===== config.mk =====
export PLATFORM = sky130hd
export DESIGN_NAME = eqc_smbus_regs
export DESIGN_NICKNAME = d
export VERILOG_FILES = /design/src/eqc_pkg.sv /design/src/eqc_reg_if.sv /design/src/eqc_smbus_regs.sv /design/src/eqc_pin_sync.sv /design/src/eqc_reg_bank.sv
export SDC_FILE = /design/constraint.sdc
export NUM_CORES = 1
export LEC_CHECK = 0
export BUFFER_PORTS_ARGS = -buffer_cell sky130_fd_sc_hd__buf_2
export CAP_MARGIN = 0
export CORE_MARGIN = 2
export CORE_UTILIZATION = 45
export DETAILED_ROUTE_END_ITERATION = 10
export PLACE_DENSITY = 0.67
export SLEW_MARGIN = 10
export SYNTH_ARGS = -nofsm -noshare
export SYNTH_HDL_FRONTEND = slang
export SYNTH_SLANG_ARGS = --single-unit

===== constraint.sdc =====
create_clock -name clk -period 4 [get_ports clk]
set_clock_uncertainty 0.2 [all_clocks]
set_input_delay 0.4 -clock clk [delete_from_list [all_inputs] [get_ports clk]]
set_output_delay 0.4 -clock clk [all_outputs]
set_load 0.005 [all_outputs]

===== src/eqc_pkg.sv =====
package eqc_pkg;

  // fixed slave address 1010110
  localparam logic [6:0] SLAVE_ADDRESS = 7'h56;

  // revision nibble: value is arbitrary
  localparam logic [3:0] REVISION_ID = 4'h1;

  // register indices
  localparam logic [7:0] IDX_DETECT_REV     = 8'h00;
  localparam logic [7:0] IDX_LANE01_STATE   = 8'h01;
  localparam logic [7:0] IDX_LANE23_STATE   = 8'h02;
  localparam logic [7:0] IDX_LANE01_CTL     = 8'h03;
  localparam logic [7:0] IDX_LANE23_CTL     = 8'h04;
  localparam logic [7:0] IDX_ASSERT_LEVEL   = 8'h05;
  localparam logic [7:0] IDX_DEASSERT_LEVEL = 8'h06;
  localparam logic [7:0] IDX_SOURCE_SELECT  = 8'h07;
  localparam logic [7:0] IDX_SWING_SELECT   = 8'h08;
  localparam logic [7:0] IDX_FIRST_RW       = 8'h03;
  localparam logic [7:0] IDX_LAST           = 8'h08;
  localparam int         REG_COUNT          = 9;

  // reset values and writable bits, entry n belongs to index n
  localparam logic [8:0][7:0] RESET_VALUE = {8'h78, 8'h00, 8'h00, 8'h00, 8'h44,
                                             8'h44, 8'h00, 8'h00, 8'h00};
  localparam logic [8:0][7:0] WRITE_MASK  = {8'h0C, 8'h01, 8'hFF, 8'hFF, 8'hFF,
                                             8'hFF, 8'h00, 8'h00, 8'h00};

  // field positions
  localparam int SOURCE_SELECT_BIT = 0;
  localparam int SWING_LSB         = 2;
  localparam int SWING_MSB         = 3;
  localparam int UPPER_DISABLE_BIT = 7;
  localparam int LOWER_DISABLE_BIT = 3;

  // bit counter landmarks within a byte frame
  localparam logic [3:0] BIT_LAST      = 4'h7;
  localparam logic [3:0] BIT_ACK_DRIVE = 4'h8;
  localparam logic [3:0] BIT_ACK_DONE  = 4'h9;

  localparam int LANES      = 4;
  localparam int SYNC_WIDTH = 11;

  typedef enum logic [2:0] {
    ST_IDLE,
    ST_ADDR,
    ST_INDEX,
    ST_WDATA,
    ST_RDATA
  } eqc_state_type;

endpackage


===== src/eqc_reg_if.sv =====
`timescale 1ns/1ps
interface eqc_reg_if;
  logic       wrEn;
  logic [7:0] index;
  logic [7:0] wrData;
  logic [7:0] rdData;
  logic [3:0] detectFlags;
  logic [3:0] laneOn;
  logic [7:0] lane01Ctl;
  logic [7:0] lane23Ctl;
  logic [7:0] assertSel;
  logic [7:0] deassertSel;
  logic [7:0] sourceSel;
  logic [7:0] swingSel;

  modport bank (
    input  wrEn, index, wrData, detectFlags, laneOn,
    output rdData, lane01Ctl, lane23Ctl, assertSel, deassertSel, sourceSel, swingSel
  );
  modport engine (
    output wrEn, index, wrData, detectFlags, laneOn,
    input  rdData, lane01Ctl, lane23Ctl, assertSel, deassertSel, sourceSel, swingSel
  );
endinterface // eqc_reg_if


===== src/eqc_smbus_regs.sv =====
`timescale 1ns/1ps
// Operation
// - device acknowledges its own address with write bit by driving low.
// - host sends register index; device acknowledges and keeps it for reading.
// - after acknowledging read address, device shifts out indexed register byte.
// - at end of a read device releases data line and goes idle.
// - index zero shows lane detect flags low nibble, revision high nibble.
// - indices one and two show effective enable and boost per lane.
// - indices three and four hold disable bits and boost, reset 0x44.
// - index five holds two-bit assert threshold select per lane, reset zero.
// - index six holds two-bit deassert threshold select per lane, reset zero.
// - index seven bit zero selects register lane enable control, reset zero.
// - index eight bits three to two hold output swing, reset 0x78.
// - writes never alter read-only registers; writable bits read back written data, other bits keep reset value.
// - while chip select is low all bus traffic is ignored.
// - device answers only slave address 1010110.
// - write: address, index, data, each acknowledged, data stored in register.
// - source bit zero: enable follows pin; one: enable is the inverse of the register disable bit.
module eqc_smbus_regs (
  input  wire logic        clk,
  input  wire logic        rst_b,
  input  wire logic        chipSelect,
  input  wire logic        sclIn,
  input  wire logic        sdaIn,
  output logic             sdaOut,
  output logic             sdaOe,
  input  wire logic [3:0]  laneSignalPresent,
  input  wire logic [3:0]  laneOutputOnPin,
  output logic      [3:0]  laneOutputOn,
  output logic      [11:0] laneBoost,
  output logic      [7:0]  detectAssertLevel,
  output logic      [7:0]  detectDeassertLevel,
  output logic      [1:0]  driverSwing
);
  eqc_reg_if rif ();

  logic [eqc_pkg::SYNC_WIDTH-1:0] syncOut;
  logic                           sclQ;
  logic                           sdaQ;
  eqc_pkg::eqc_state_type         state;
  eqc_pkg::eqc_state_type         next_state;
  logic [3:0]                     bitCnt;
  logic [3:0]                     next_bitCnt;
  logic [7:0]                     rxShift;
  logic [7:0]                     next_rxShift;
  logic [7:0]                     txShift;
  logic [7:0]                     next_txShift;
  logic [7:0]                     index;
  logic [7:0]                     next_index;
  logic [7:0]                     wrData;
  logic [7:0]                     next_wrData;
  logic                           wrEn;
  logic                           next_wrEn;
  logic                           readDir;
  logic                           next_readDir;
  logic                           next_oe;
  logic [3:0]                     laneOnNow;

  eqc_pin_sync #(
    .WIDTH (eqc_pkg::SYNC_WIDTH)
  ) u_sync (
    .clk     (clk),
    .rst_b   (rst_b),
    .asyncIn ({laneSignalPresent, laneOutputOnPin, chipSelect, sdaIn, sclIn}),
    .syncOut (syncOut)
  );

  eqc_reg_bank u_bank (
    .clk   (clk),
    .rst_b (rst_b),
    .rif   (rif)
  );

  wire       sclS       = syncOut[0];
  wire       sdaS       = syncOut[1];
  wire       csS        = syncOut[2];
  wire [3:0] pinS       = syncOut[6:3];
  wire [3:0] presentS   = syncOut[10:7];

  // bus conditions seen on the sampled lines
  wire       sclRise    = sclS & ~sclQ;
  wire       sclFall    = ~sclS & sclQ;
  wire       startSeen  = csS & sclS & sclQ & sdaQ & ~sdaS;
  wire       stopSeen   = csS & sclS & sclQ & ~sdaQ & sdaS;
  wire [7:0] rxByte     = {rxShift[6:0], sdaS};
  wire       active     = (state != eqc_pkg::ST_IDLE);
  wire       rxState    = (state == eqc_pkg::ST_ADDR) || (state == eqc_pkg::ST_INDEX)
                       || (state == eqc_pkg::ST_WDATA);
  wire       byteIn     = sclRise && rxState && (bitCnt == eqc_pkg::BIT_LAST);
  wire       addrHit    = (rxByte[7:1] == eqc_pkg::SLAVE_ADDRESS);
  wire       hostAckBit = sclRise && (state == eqc_pkg::ST_RDATA)
                       && (bitCnt == eqc_pkg::BIT_ACK_DRIVE);
  wire       ackFall    = sclFall && active && (bitCnt == eqc_pkg::BIT_ACK_DRIVE);
  wire       doneFall   = sclFall && active && (bitCnt == eqc_pkg::BIT_ACK_DONE);
  wire       loadTx     = doneFall && ((state == eqc_pkg::ST_RDATA)
                       || ((state == eqc_pkg::ST_ADDR) && readDir));
  wire       sourceReg  = rif.sourceSel[eqc_pkg::SOURCE_SELECT_BIT];

  // effective lane enable per lane
  genvar l;
  generate
    for (l = 0; l < eqc_pkg::LANES; l++)
    begin : g_lane
      wire [7:0] ctl     = (l < 2) ? rif.lane01Ctl : rif.lane23Ctl;
      wire       regEnable = ~(((l % 2) == 1) ? ctl[eqc_pkg::UPPER_DISABLE_BIT]
                                               : ctl[eqc_pkg::LOWER_DISABLE_BIT]);
      assign laneOnNow[l] = sourceReg ? regEnable : pinS[l];
    end
  endgenerate

  assign rif.wrEn        = wrEn;
  assign rif.index       = index;
  assign rif.wrData      = wrData;
  assign rif.detectFlags = presentS;
  assign rif.laneOn      = laneOutputOn;

  always_comb
  begin
    next_state   = state;
    next_bitCnt  = bitCnt;
    next_rxShift = rxShift;
    next_txShift = txShift;
    next_index   = index;
    next_wrData  = wrData;
    next_readDir = readDir;
    next_oe      = sdaOe;
    next_wrEn    = 1'b0;
    if (!csS || stopSeen)
    begin
      next_state  = eqc_pkg::ST_IDLE;
      next_bitCnt = 4'h0;
      next_oe     = 1'b0;
    end
    else if (startSeen)
    begin
      next_state  = eqc_pkg::ST_ADDR;
      next_bitCnt = 4'h0;
      next_oe     = 1'b0;
    end
    else if (sclRise && active)
    begin
      if (bitCnt < eqc_pkg::BIT_ACK_DRIVE)
      begin
        next_rxShift = rxByte;
        next_bitCnt  = 4'(bitCnt + 4'h1);
      end
      else
        next_bitCnt = eqc_pkg::BIT_ACK_DONE;
      if (byteIn)
      begin
        case (state)
          eqc_pkg::ST_ADDR:
          begin
            if (!addrHit)
              next_state = eqc_pkg::ST_IDLE;
            next_readDir = rxByte[0];
          end
          eqc_pkg::ST_INDEX:
            next_index = rxByte;
          eqc_pkg::ST_WDATA:
          begin
            next_wrData = rxByte;
            next_wrEn   = 1'b1;
          end
          default:
            next_state = state;
        endcase
      end
      if (hostAckBit)
      begin
        if (sdaS)
          next_state = eqc_pkg::ST_IDLE;
        else
          next_index = 8'(index + 8'h01);
      end
    end
    else if (sclFall && active)
    begin
      if (ackFall)
        next_oe = (state != eqc_pkg::ST_RDATA);
      else if (doneFall)
      begin
        next_bitCnt = 4'h0;
        next_oe     = 1'b0;
        case (state)
          eqc_pkg::ST_ADDR:
            next_state = readDir ? eqc_pkg::ST_RDATA : eqc_pkg::ST_INDEX;
          eqc_pkg::ST_INDEX:
            next_state = eqc_pkg::ST_WDATA;
          eqc_pkg::ST_WDATA:
            next_index = 8'(index + 8'h01);
          default:
            next_state = state;
        endcase
        if (loadTx)
        begin
          next_oe      = ~rif.rdData[7];
          next_txShift = {rif.rdData[6:0], 1'b0};
        end
      end
      else if (state == eqc_pkg::ST_RDATA)
      begin
        next_oe      = ~txShift[7];
        next_txShift = {txShift[6:0], 1'b0};
      end
    end
  end

  always_ff @(posedge clk)
  begin
    if (!rst_b)
    begin
      state   <= eqc_pkg::ST_IDLE;
      bitCnt  <= 4'h0;
      rxShift <= 8'h00;
      txShift <= 8'h00;
      index   <= 8'h00;
      wrData  <= 8'h00;
      wrEn    <= 1'b0;
      readDir <= 1'b0;
      sdaOe   <= 1'b0;
    end
    else
    begin
      state   <= next_state;
      bitCnt  <= next_bitCnt;
      rxShift <= next_rxShift;
      txShift <= next_txShift;
      index   <= next_index;
      wrData  <= next_wrData;
      wrEn    <= next_wrEn;
      readDir <= next_readDir;
      sdaOe   <= next_oe;
    end
  end

  // registered outputs; bus keeps running in lane standby
  always_ff @(posedge clk)
  begin
    if (!rst_b)
    begin
      sclQ                <= 1'b1;
      sdaQ                <= 1'b1;
      sdaOut              <= 1'b0;
      laneOutputOn        <= 4'h0;
      laneBoost           <= 12'h000;
      detectAssertLevel   <= 8'h00;
      detectDeassertLevel <= 8'h00;
      driverSwing         <= 2'h0;
    end
    else
    begin
      sclQ                <= sclS;
      sdaQ                <= sdaS;
      sdaOut              <= 1'b0;
      laneOutputOn        <= laneOnNow;
      laneBoost           <= {rif.lane23Ctl[6:4], rif.lane23Ctl[2:0],
                              rif.lane01Ctl[6:4], rif.lane01Ctl[2:0]};
      detectAssertLevel   <= rif.assertSel;
      detectDeassertLevel <= rif.deassertSel;
      driverSwing         <= rif.swingSel[eqc_pkg::SWING_MSB:eqc_pkg::SWING_LSB];
    end
  end
endmodule // eqc_smbus_regs


===== src/eqc_pin_sync.sv =====
`timescale 1ns/1ps
module eqc_pin_sync #(
  parameter int WIDTH = 1
) (
  input  wire logic             clk,
  input  wire logic             rst_b,
  input  wire logic [WIDTH-1:0] asyncIn,
  output logic      [WIDTH-1:0] syncOut
);
  logic [WIDTH-1:0] stage1;

  // two flops; stage1 feeds only the second flop
  always_ff @(posedge clk)
  begin
    if (!rst_b)
    begin
      stage1  <= '0;
      syncOut <= '0;
    end
    else
    begin
      stage1  <= asyncIn;
      syncOut <= stage1;
    end
  end
endmodule // eqc_pin_sync


===== src/eqc_reg_bank.sv =====
`timescale 1ns/1ps
module eqc_reg_bank (
  input  wire logic clk,
  input  wire logic rst_b,
  eqc_reg_if.bank   rif
);
  logic [7:0] regView [0:eqc_pkg::REG_COUNT-1];

  // read-only status views
  assign regView[0] = {eqc_pkg::REVISION_ID, rif.detectFlags};
  assign regView[1] = {rif.laneOn[1], rif.lane01Ctl[6:4],
                       rif.laneOn[0], rif.lane01Ctl[2:0]};
  assign regView[2] = {rif.laneOn[3], rif.lane23Ctl[6:4],
                       rif.laneOn[2], rif.lane23Ctl[2:0]};

  genvar g;
  generate
    for (g = 3; g < eqc_pkg::REG_COUNT; g++)
    begin : g_rw
      logic [7:0] value;
      wire        hit = rif.wrEn && (rif.index == 8'(g));
      wire [7:0]  next_value = (value & ~eqc_pkg::WRITE_MASK[g])
                             | (rif.wrData & eqc_pkg::WRITE_MASK[g]);
      always_ff @(posedge clk)
      begin
        if (!rst_b)
          value <= eqc_pkg::RESET_VALUE[g];
        else if (hit)
          value <= next_value;
      end
      assign regView[g] = value;
    end
  endgenerate

  assign rif.lane01Ctl   = regView[3];
  assign rif.lane23Ctl   = regView[4];
  assign rif.assertSel   = regView[5];
  assign rif.deassertSel = regView[6];
  assign rif.sourceSel   = regView[7];
  assign rif.swingSel    = regView[8];

  wire inRange = (rif.index <= eqc_pkg::IDX_LAST);
  assign rif.rdData = inRange ? regView[rif.index[3:0]] : 8'h00;
endmodule // eqc_reg_bank


Yosys cells after proc, flatten, opt, wreduce, memory -nomap -nowiden. Cells that the tools add are included.

Add/subtract/negate cells: 2. Magnitude comparators: 3. Equality and inequality tests: 18. Multiplexer cells: 42. Bitwise logic cells: 27. Reduce and logical (&&, ||, !) cells: 43.

Operator list (count): $mux W8 (15); $bmux W8 S4 (1); $eq A8 B3 Y1 const B (4); $mux W3 (10); $mux W4 (5); $logic_and A1 B1 Y1 (16); $not A1 Y1 (16); $reduce_bool A3 Y1 (5); $reduce_and A4 Y1 (3); $mux W1 (10); $reduce_and A5 Y1 (2); $add A8 B1 Y8 const B (1); $and A1 B1 Y1 (8); $eq A4 B4 Y1 const B (2); $eq A8 B2 Y1 const B (1); $eq A8 B4 Y1 const B (1); $le A8 B4 Y1 const B (1); $or A8 B1 Y8 (1); $or A8 B4 Y8 (1); $reduce_bool A2 Y1 (4); $eq A7 B7 Y1 const B (1); $reduce_and A7 Y1 (1); $eq A3 B2 Y1 const B (2); $pmux W3 S2 (1); 18 further kinds (23).

Register bits after elaboration: 147. Output and inout bits: 36. Word-level logic and storage cells: 160.

Longest topological paths before layout.
Word-level depth: 10. Mapped depth: 9. Mapped depth without buffers: 7.

Cells and area by module. From an unflattened synthesis, not the netlist that was laid out.

Cell total of the unflattened synthesis: 587. Area total of the unflattened synthesis: 5607.9 µm².

By module, submodules not included: eqc_smbus_regs (times used 1, cells each 321, area an instance 3183.1 µm²); eqc_reg_bank (times used 1, cells each 220, area an instance 1804.2 µm²); eqc_pin_sync (times used 1, cells each 46, area an instance 620.6 µm²).

Worst setup path before layout. No wires, ideal clock.

Path kind: flip-flop to flip-flop. Start point: register index[0]. End point: register txShift[4]. Data arrival time: 1.872 ns. Setup slack: 1.842 ns. Stages on the path, launching flop included: 10. Buffers on the path: 2. Cells stage by stage: dfxtp_1 > clkbuf_1 > inv_1 > clkbuf_1 > ha_1 > nor2b_1 > nand3_1 > a211oi_1 > a22oi_1 > a211oi_1.

Cells in the longest elaborated chain, start to end: 7. Elaborated cells on any way between the ends: 8. Classes of those cells: order compare: 1; mux: 6; bitwise: 1.

RTL lines: start, declared (RTL line eqc_smbus_regs.sv:48) `logic [7:0] index;`; start signal, assigned (RTL line eqc_smbus_regs.sv:229) `index <= next_index;`; $not A4 Y5 (not written as such) (RTL line eqc_reg_bank.sv:43) `assign rif.rdData = inRange ? regView[rif.index[3:0]] : 8'h00;`; $bmux W8 S4 (RTL line eqc_reg_bank.sv:43); $mux W8 (not written as such) (2 in a row) (RTL line eqc_reg_bank.sv:43); $mux W8 (*) (RTL line eqc_reg_bank.sv:43); $mux W8 (*) (RTL line eqc_smbus_regs.sv:195) `if (loadTx)`; $mux W8 (*) (RTL line eqc_smbus_regs.sv:181) `else if (doneFall)`; end signal, assigned (RTL line eqc_smbus_regs.sv:228) `txShift <= next_txShift;`; end, declared (RTL line eqc_smbus_regs.sv:46) `logic [7:0] txShift;`.

Mark *: on every way between the ends. The rest lies on a longest branch, timed or not. The select of a mux whose other input is x is not followed. A chain may end at the register's enable or synchronous reset.

Final worst setup path.
Start point: register bitCnt[0]. End point: register index[0].

Cells in the longest elaborated chain, start to end: 6. Elaborated cells on any way between the ends: 14. Classes of those cells: eq/ne: 4; mux: 4; reduce/logical: 6.

RTL lines: start, declared (RTL line eqc_smbus_regs.sv:42) `logic [3:0] bitCnt;`; start signal, assigned (RTL line eqc_smbus_regs.sv:226) `bitCnt <= next_bitCnt;`; $eq A4 B3 Y1 (RTL line eqc_smbus_regs.sv:89) `wire byteIn = sclRise && rxState && (bitCnt == eqc_pkg::BIT_LAST);`; $logic_and A1 B1 Y1 (RTL line eqc_smbus_regs.sv:89); $mux W8 (RTL line eqc_smbus_regs.sv:149) `if (byteIn)`; $mux W8 (RTL line eqc_smbus_regs.sv:171) `if (sdaS)`; $mux W8 (RTL line eqc_smbus_regs.sv:169) `if (hostAckBit)`; $mux W8 (RTL line eqc_smbus_regs.sv:140) `else if (sclRise && active)`.

Parallel ways exist; a longest one is shown, timed or not.

==> summary.md <==
| Metric | Value |
|---|---|
| Clock sink total | `133` |
| WP data required | `4.15 ns` |
| Fin crit share | `64.1%` |
| First-pass GRT wire length | `22.2 mm` |
| DRC viols | `0` |
| Non-filler instance count after layout | `803` |
| Final Net Count | `663` |
| Share of cells above drive strength 1 | `16.3%` |
| FILL cells | `1,114` |
| Full die area | `13,200 um^2` |
| Diodes inserted | `0` |
| #FFs+latches synth | `133` |
| Max-cap viol count | `0` |
| 1st-iter DRT viols | `359` |
| I/O pins | `49` |
| Area Growth Syn to Fin | `17.7%` |
| Post-CTS Setup Inserts | `0` |
| Initial antenna violation count | `0` |
| Period minus WS final | `2.57 ns` |
| Core area | `12,000 um^2` |
| Gpl congestion | `0.927` |
| Synth unique cells | `64` |
| Area of the multi-input gates | `2610 um^2` |
| Ys flop type | `dfxtp_1` |
| Chip Width | `115 um` |
| Type of origin of the critical path | `register` |
| Endpoints failing setup | `0` |
| Number of global-route vias before repair | `4,260` |
| Starting density of the core | `45.9%` |
| FF-to-FF setup slack | `1.43 ns` |
| RSZ-0062 raised after global routing | `no` |
| Vias/cell | `5.58` |
| Hold WC Path Type | `primary input to register` |
| CTS Buf Count | `17` |
| Worst slew margin | `61.4%` |
| Routed Antenna Nets | `0` |
| First-pass iteration count of the detailed router | `5` |
| FF/Latch Area | `2660 um^2` |
| WL/cell | `17.2 um` |
| H-tree depth | `4` |
| GRT Overall Usage | `21.8%` |
| Port Buffer Count | `47` |
| Async set-or-reset flop fraction in the synthesized netlist | `0%` |
| Netlist Area Pre-Place | `5520 um^2` |
| Ys Warns | `0` |
| Sequential share of the synthesized area | `48.2%` |
| Clock Path Buffers | `2` |
| TNS Setup | `0 ns` |
| Cell Pwr Density | `452 nW/um^2` |
| Vias | `4,477` |
| Final Hold Vio Count | `0` |
| Clk slew on worst S/H paths | `0.06 ns` |
| Fmax | `390 MHz` |
| Syn Nets | `618` |
| Cells after Synth | `598` |
| Slew at the pin with the worst max-slew slack | `0.575 ns` |
| Worst VDD drop | `0.000328 V` |
| Crit-path max FO | `14` |
| Leakage power | `2.52 nW` |
| CTS tree | `done` |
| Largest net degree at the start of global routing | `46` |
| Cell row count | `40` |
| Clk_lat worst skew | `0.43 ns` |
| Post-detail-place hpwl | `9.15 mm` |
| Grt ovf | `0` |
| Endpoint class of the critical path | `register` |
| Die Height | `115 um` |
| Run status | `complete, no violations` |
| Average cell area after synthesis | `9.23 um^2` |
| Root Buffer | `clkbuf_16` |
| Arr. time, crit path | `2.71 ns` |
| Post-synth EDFFs | `0` |
| Dpl cells | `760` |
| Slew Limit Fails | `0` |
| Final Routed Wirelength | `13.8 mm` |
| Setup Crit Path Kind | `register to register` |
-- layer usage --
metal	track usage, %	share of wire [%]	vias to the layer above
li1	-	-	2193
met1	30.0	48	2094
met2	32.8	44	161
met3	5.22	6.0	29
met4	9.56	2.2	0
met5	0	0	-
-- layout make-up --
cell class | instances | area share [%]
inverters | 16 | 0.924
multi-input cells | 410 | 40.2
flip-flops and latches | 133 | 41.0
repair buffers | 65 | 6.12
clock inverters | 15 | 2.41
well taps | 147 | 2.83
clock buffers | 17 | 6.55
-- metrics by stage --
stage / hold slack (ns) / cell area (um^2) / total power [mW] / setup slack (ns) / utilization [%]
3_3_place_gp: 0.216 / 5810 / 1.43 / 1.62 / 48.3
4_1_cts: 0.211 / 6500 / 2.96 / 1.48 / 54.1
5_1_grt: 0.235 / 6500 / 3.03 / 1.31 / 54.1
2_1_floorplan: 0.212 / 5520 / 1.41 / 1.84 / -
3_5_place_dp: 0.218 / 5810 / 1.43 / 1.50 / 48.3
6_report: 0.215 / 6500 / 2.94 / 1.43 / 54.1
-- cells by family (layout without fill, tap and decap cells) --
group / count (synthesis) / after routing / share of synthesized area [%]
AO/OA/AOI/OAI: 113 / 113 / 13.6
multiplexers: 43 / 43 / 8.30
buffers and inverters: 55 / 113 / 4.44
flip-flops: 133 / 133 / 48.2
AND/OR/NAND/NOR: 243 / 243 / 23.3
XOR/XNOR: 3 / 3 / 0.476
other: 1 / 1 / 0.0679
adder cells (fa/ha/maj): 7 / 7 / 1.59
-- power breakdown --
group	internal, mW	switching, mW
combinational	0.0280	0.0331
sequential	1.34	0.00929
clock	0.918	0.609
-- registers in the layout (all words and copies together), names as in the netlist, 2 cells and up --
signal	count
u_bank.rif.deassertSel	8
driverSwing	2
bitCnt	4
laneOutputOn	4
index	8
laneBoost	12
u_bank.rif.lane23Ctl	8
u_bank.rif.swingSel	2
rif.wrData	8
state	3
txShift	7
u_sync.stage1	11
u_sync.syncOut	11
detectDeassertLevel	8
rxShift	7
u_bank.rif.lane01Ctl	8
detectAssertLevel	8
u_bank.rif.assertSel	8
-- cell usage after synthesis, types with 2 or more instances --
| library cell | count | area [um^2] |
|---|---|---|
| a211o_1 | 2 | 17.5 |
| a211oi_1 | 4 | 30.0 |
| a21oi_1 | 37 | 185 |
| a22oi_1 | 2 | 15.0 |
| a31oi_1 | 9 | 56.3 |
| and2_1 | 53 | 332 |
| and3_1 | 5 | 31.3 |
| and4b_1 | 2 | 20.0 |
| buf_2 | 8 | 40.0 |
| buf_6 | 3 | 33.8 |
| clkbuf_1 | 24 | 90.1 |
| clkbuf_2 | 2 | 10.0 |
| dfxtp_1 | 133 | 2660 |
| ha_1 | 7 | 87.6 |
| inv_1 | 15 | 56.3 |
| mux2_2 | 2 | 22.5 |
| mux2i_1 | 39 | 390 |
| mux4_2 | 2 | 45.0 |
| nand2_1 | 51 | 191 |
| nand2b_1 | 6 | 37.5 |
| nand3_1 | 38 | 190 |
| nand3b_1 | 3 | 22.5 |
| nand4_1 | 6 | 37.5 |
| nand4b_1 | 3 | 26.3 |
| nor2_1 | 46 | 173 |
| nor2b_1 | 7 | 43.8 |
| nor3_1 | 6 | 30.0 |
| nor3_2 | 3 | 30.0 |
| o2111ai_1 | 3 | 26.3 |
| o211ai_1 | 4 | 30.0 |
| o21ai_0 | 23 | 115 |
| o221a_2 | 7 | 78.8 |
| o22a_1 | 7 | 61.3 |
| o22ai_1 | 2 | 12.5 |
| o2bb2ai_1 | 2 | 17.5 |
| or3_1 | 2 | 12.5 |
| or4_1 | 2 | 15.0 |
| xor2_1 | 2 | 17.5 |
-- path summary, 6_finish.rpt --
| path | startpoint | endpoint | depth (start not counted) |
|---|---|---|---|
| setup reg to reg | bitCnt[0] | index[0] | 8 |
| hold / removal | rst_b | u_bank.rif.lane01Ctl[2] | 2 |
| setup / recovery | bitCnt[0] | index[0] | 8 |
| hold reg to reg | u_sync.stage1[2] | u_sync.syncOut[2] | 1 |
-- critical path, cell delays in order, from the launching register on --
cell       delay, ns
dfxtp_1         0.41
inv_1           0.08
ha_1            0.25
nand4bb_1       0.27
a211oi_2        0.35
o211ai_1        0.14
buf_4           0.21
or4_1           0.47
o211ai_1        0.11
-- repair_timing --
action | 4_1_cts | 5_1_grt
hold endpoints to repair | 11 | 0
resized for setup | 0 | 0
endpoints found under the setup margin | 0 | 0
hold buffers | 11 | 0
-- placed cells by master (no fill, tap or decap), types with 11 or more instances in the layout --
cell type,Yosys,layout
clkbuf_16,0,17
dlygate4sd3_1,0,11
nor2_1,46,46
o21ai_0,23,23
inv_1,15,15
mux2i_1,39,39
dfxtp_1,133,133
nand3_1,38,38
a21oi_1,37,37
nand2_1,51,51
buf_2,8,47
and2_1,53,53
(Power assumes the default switching activity.)
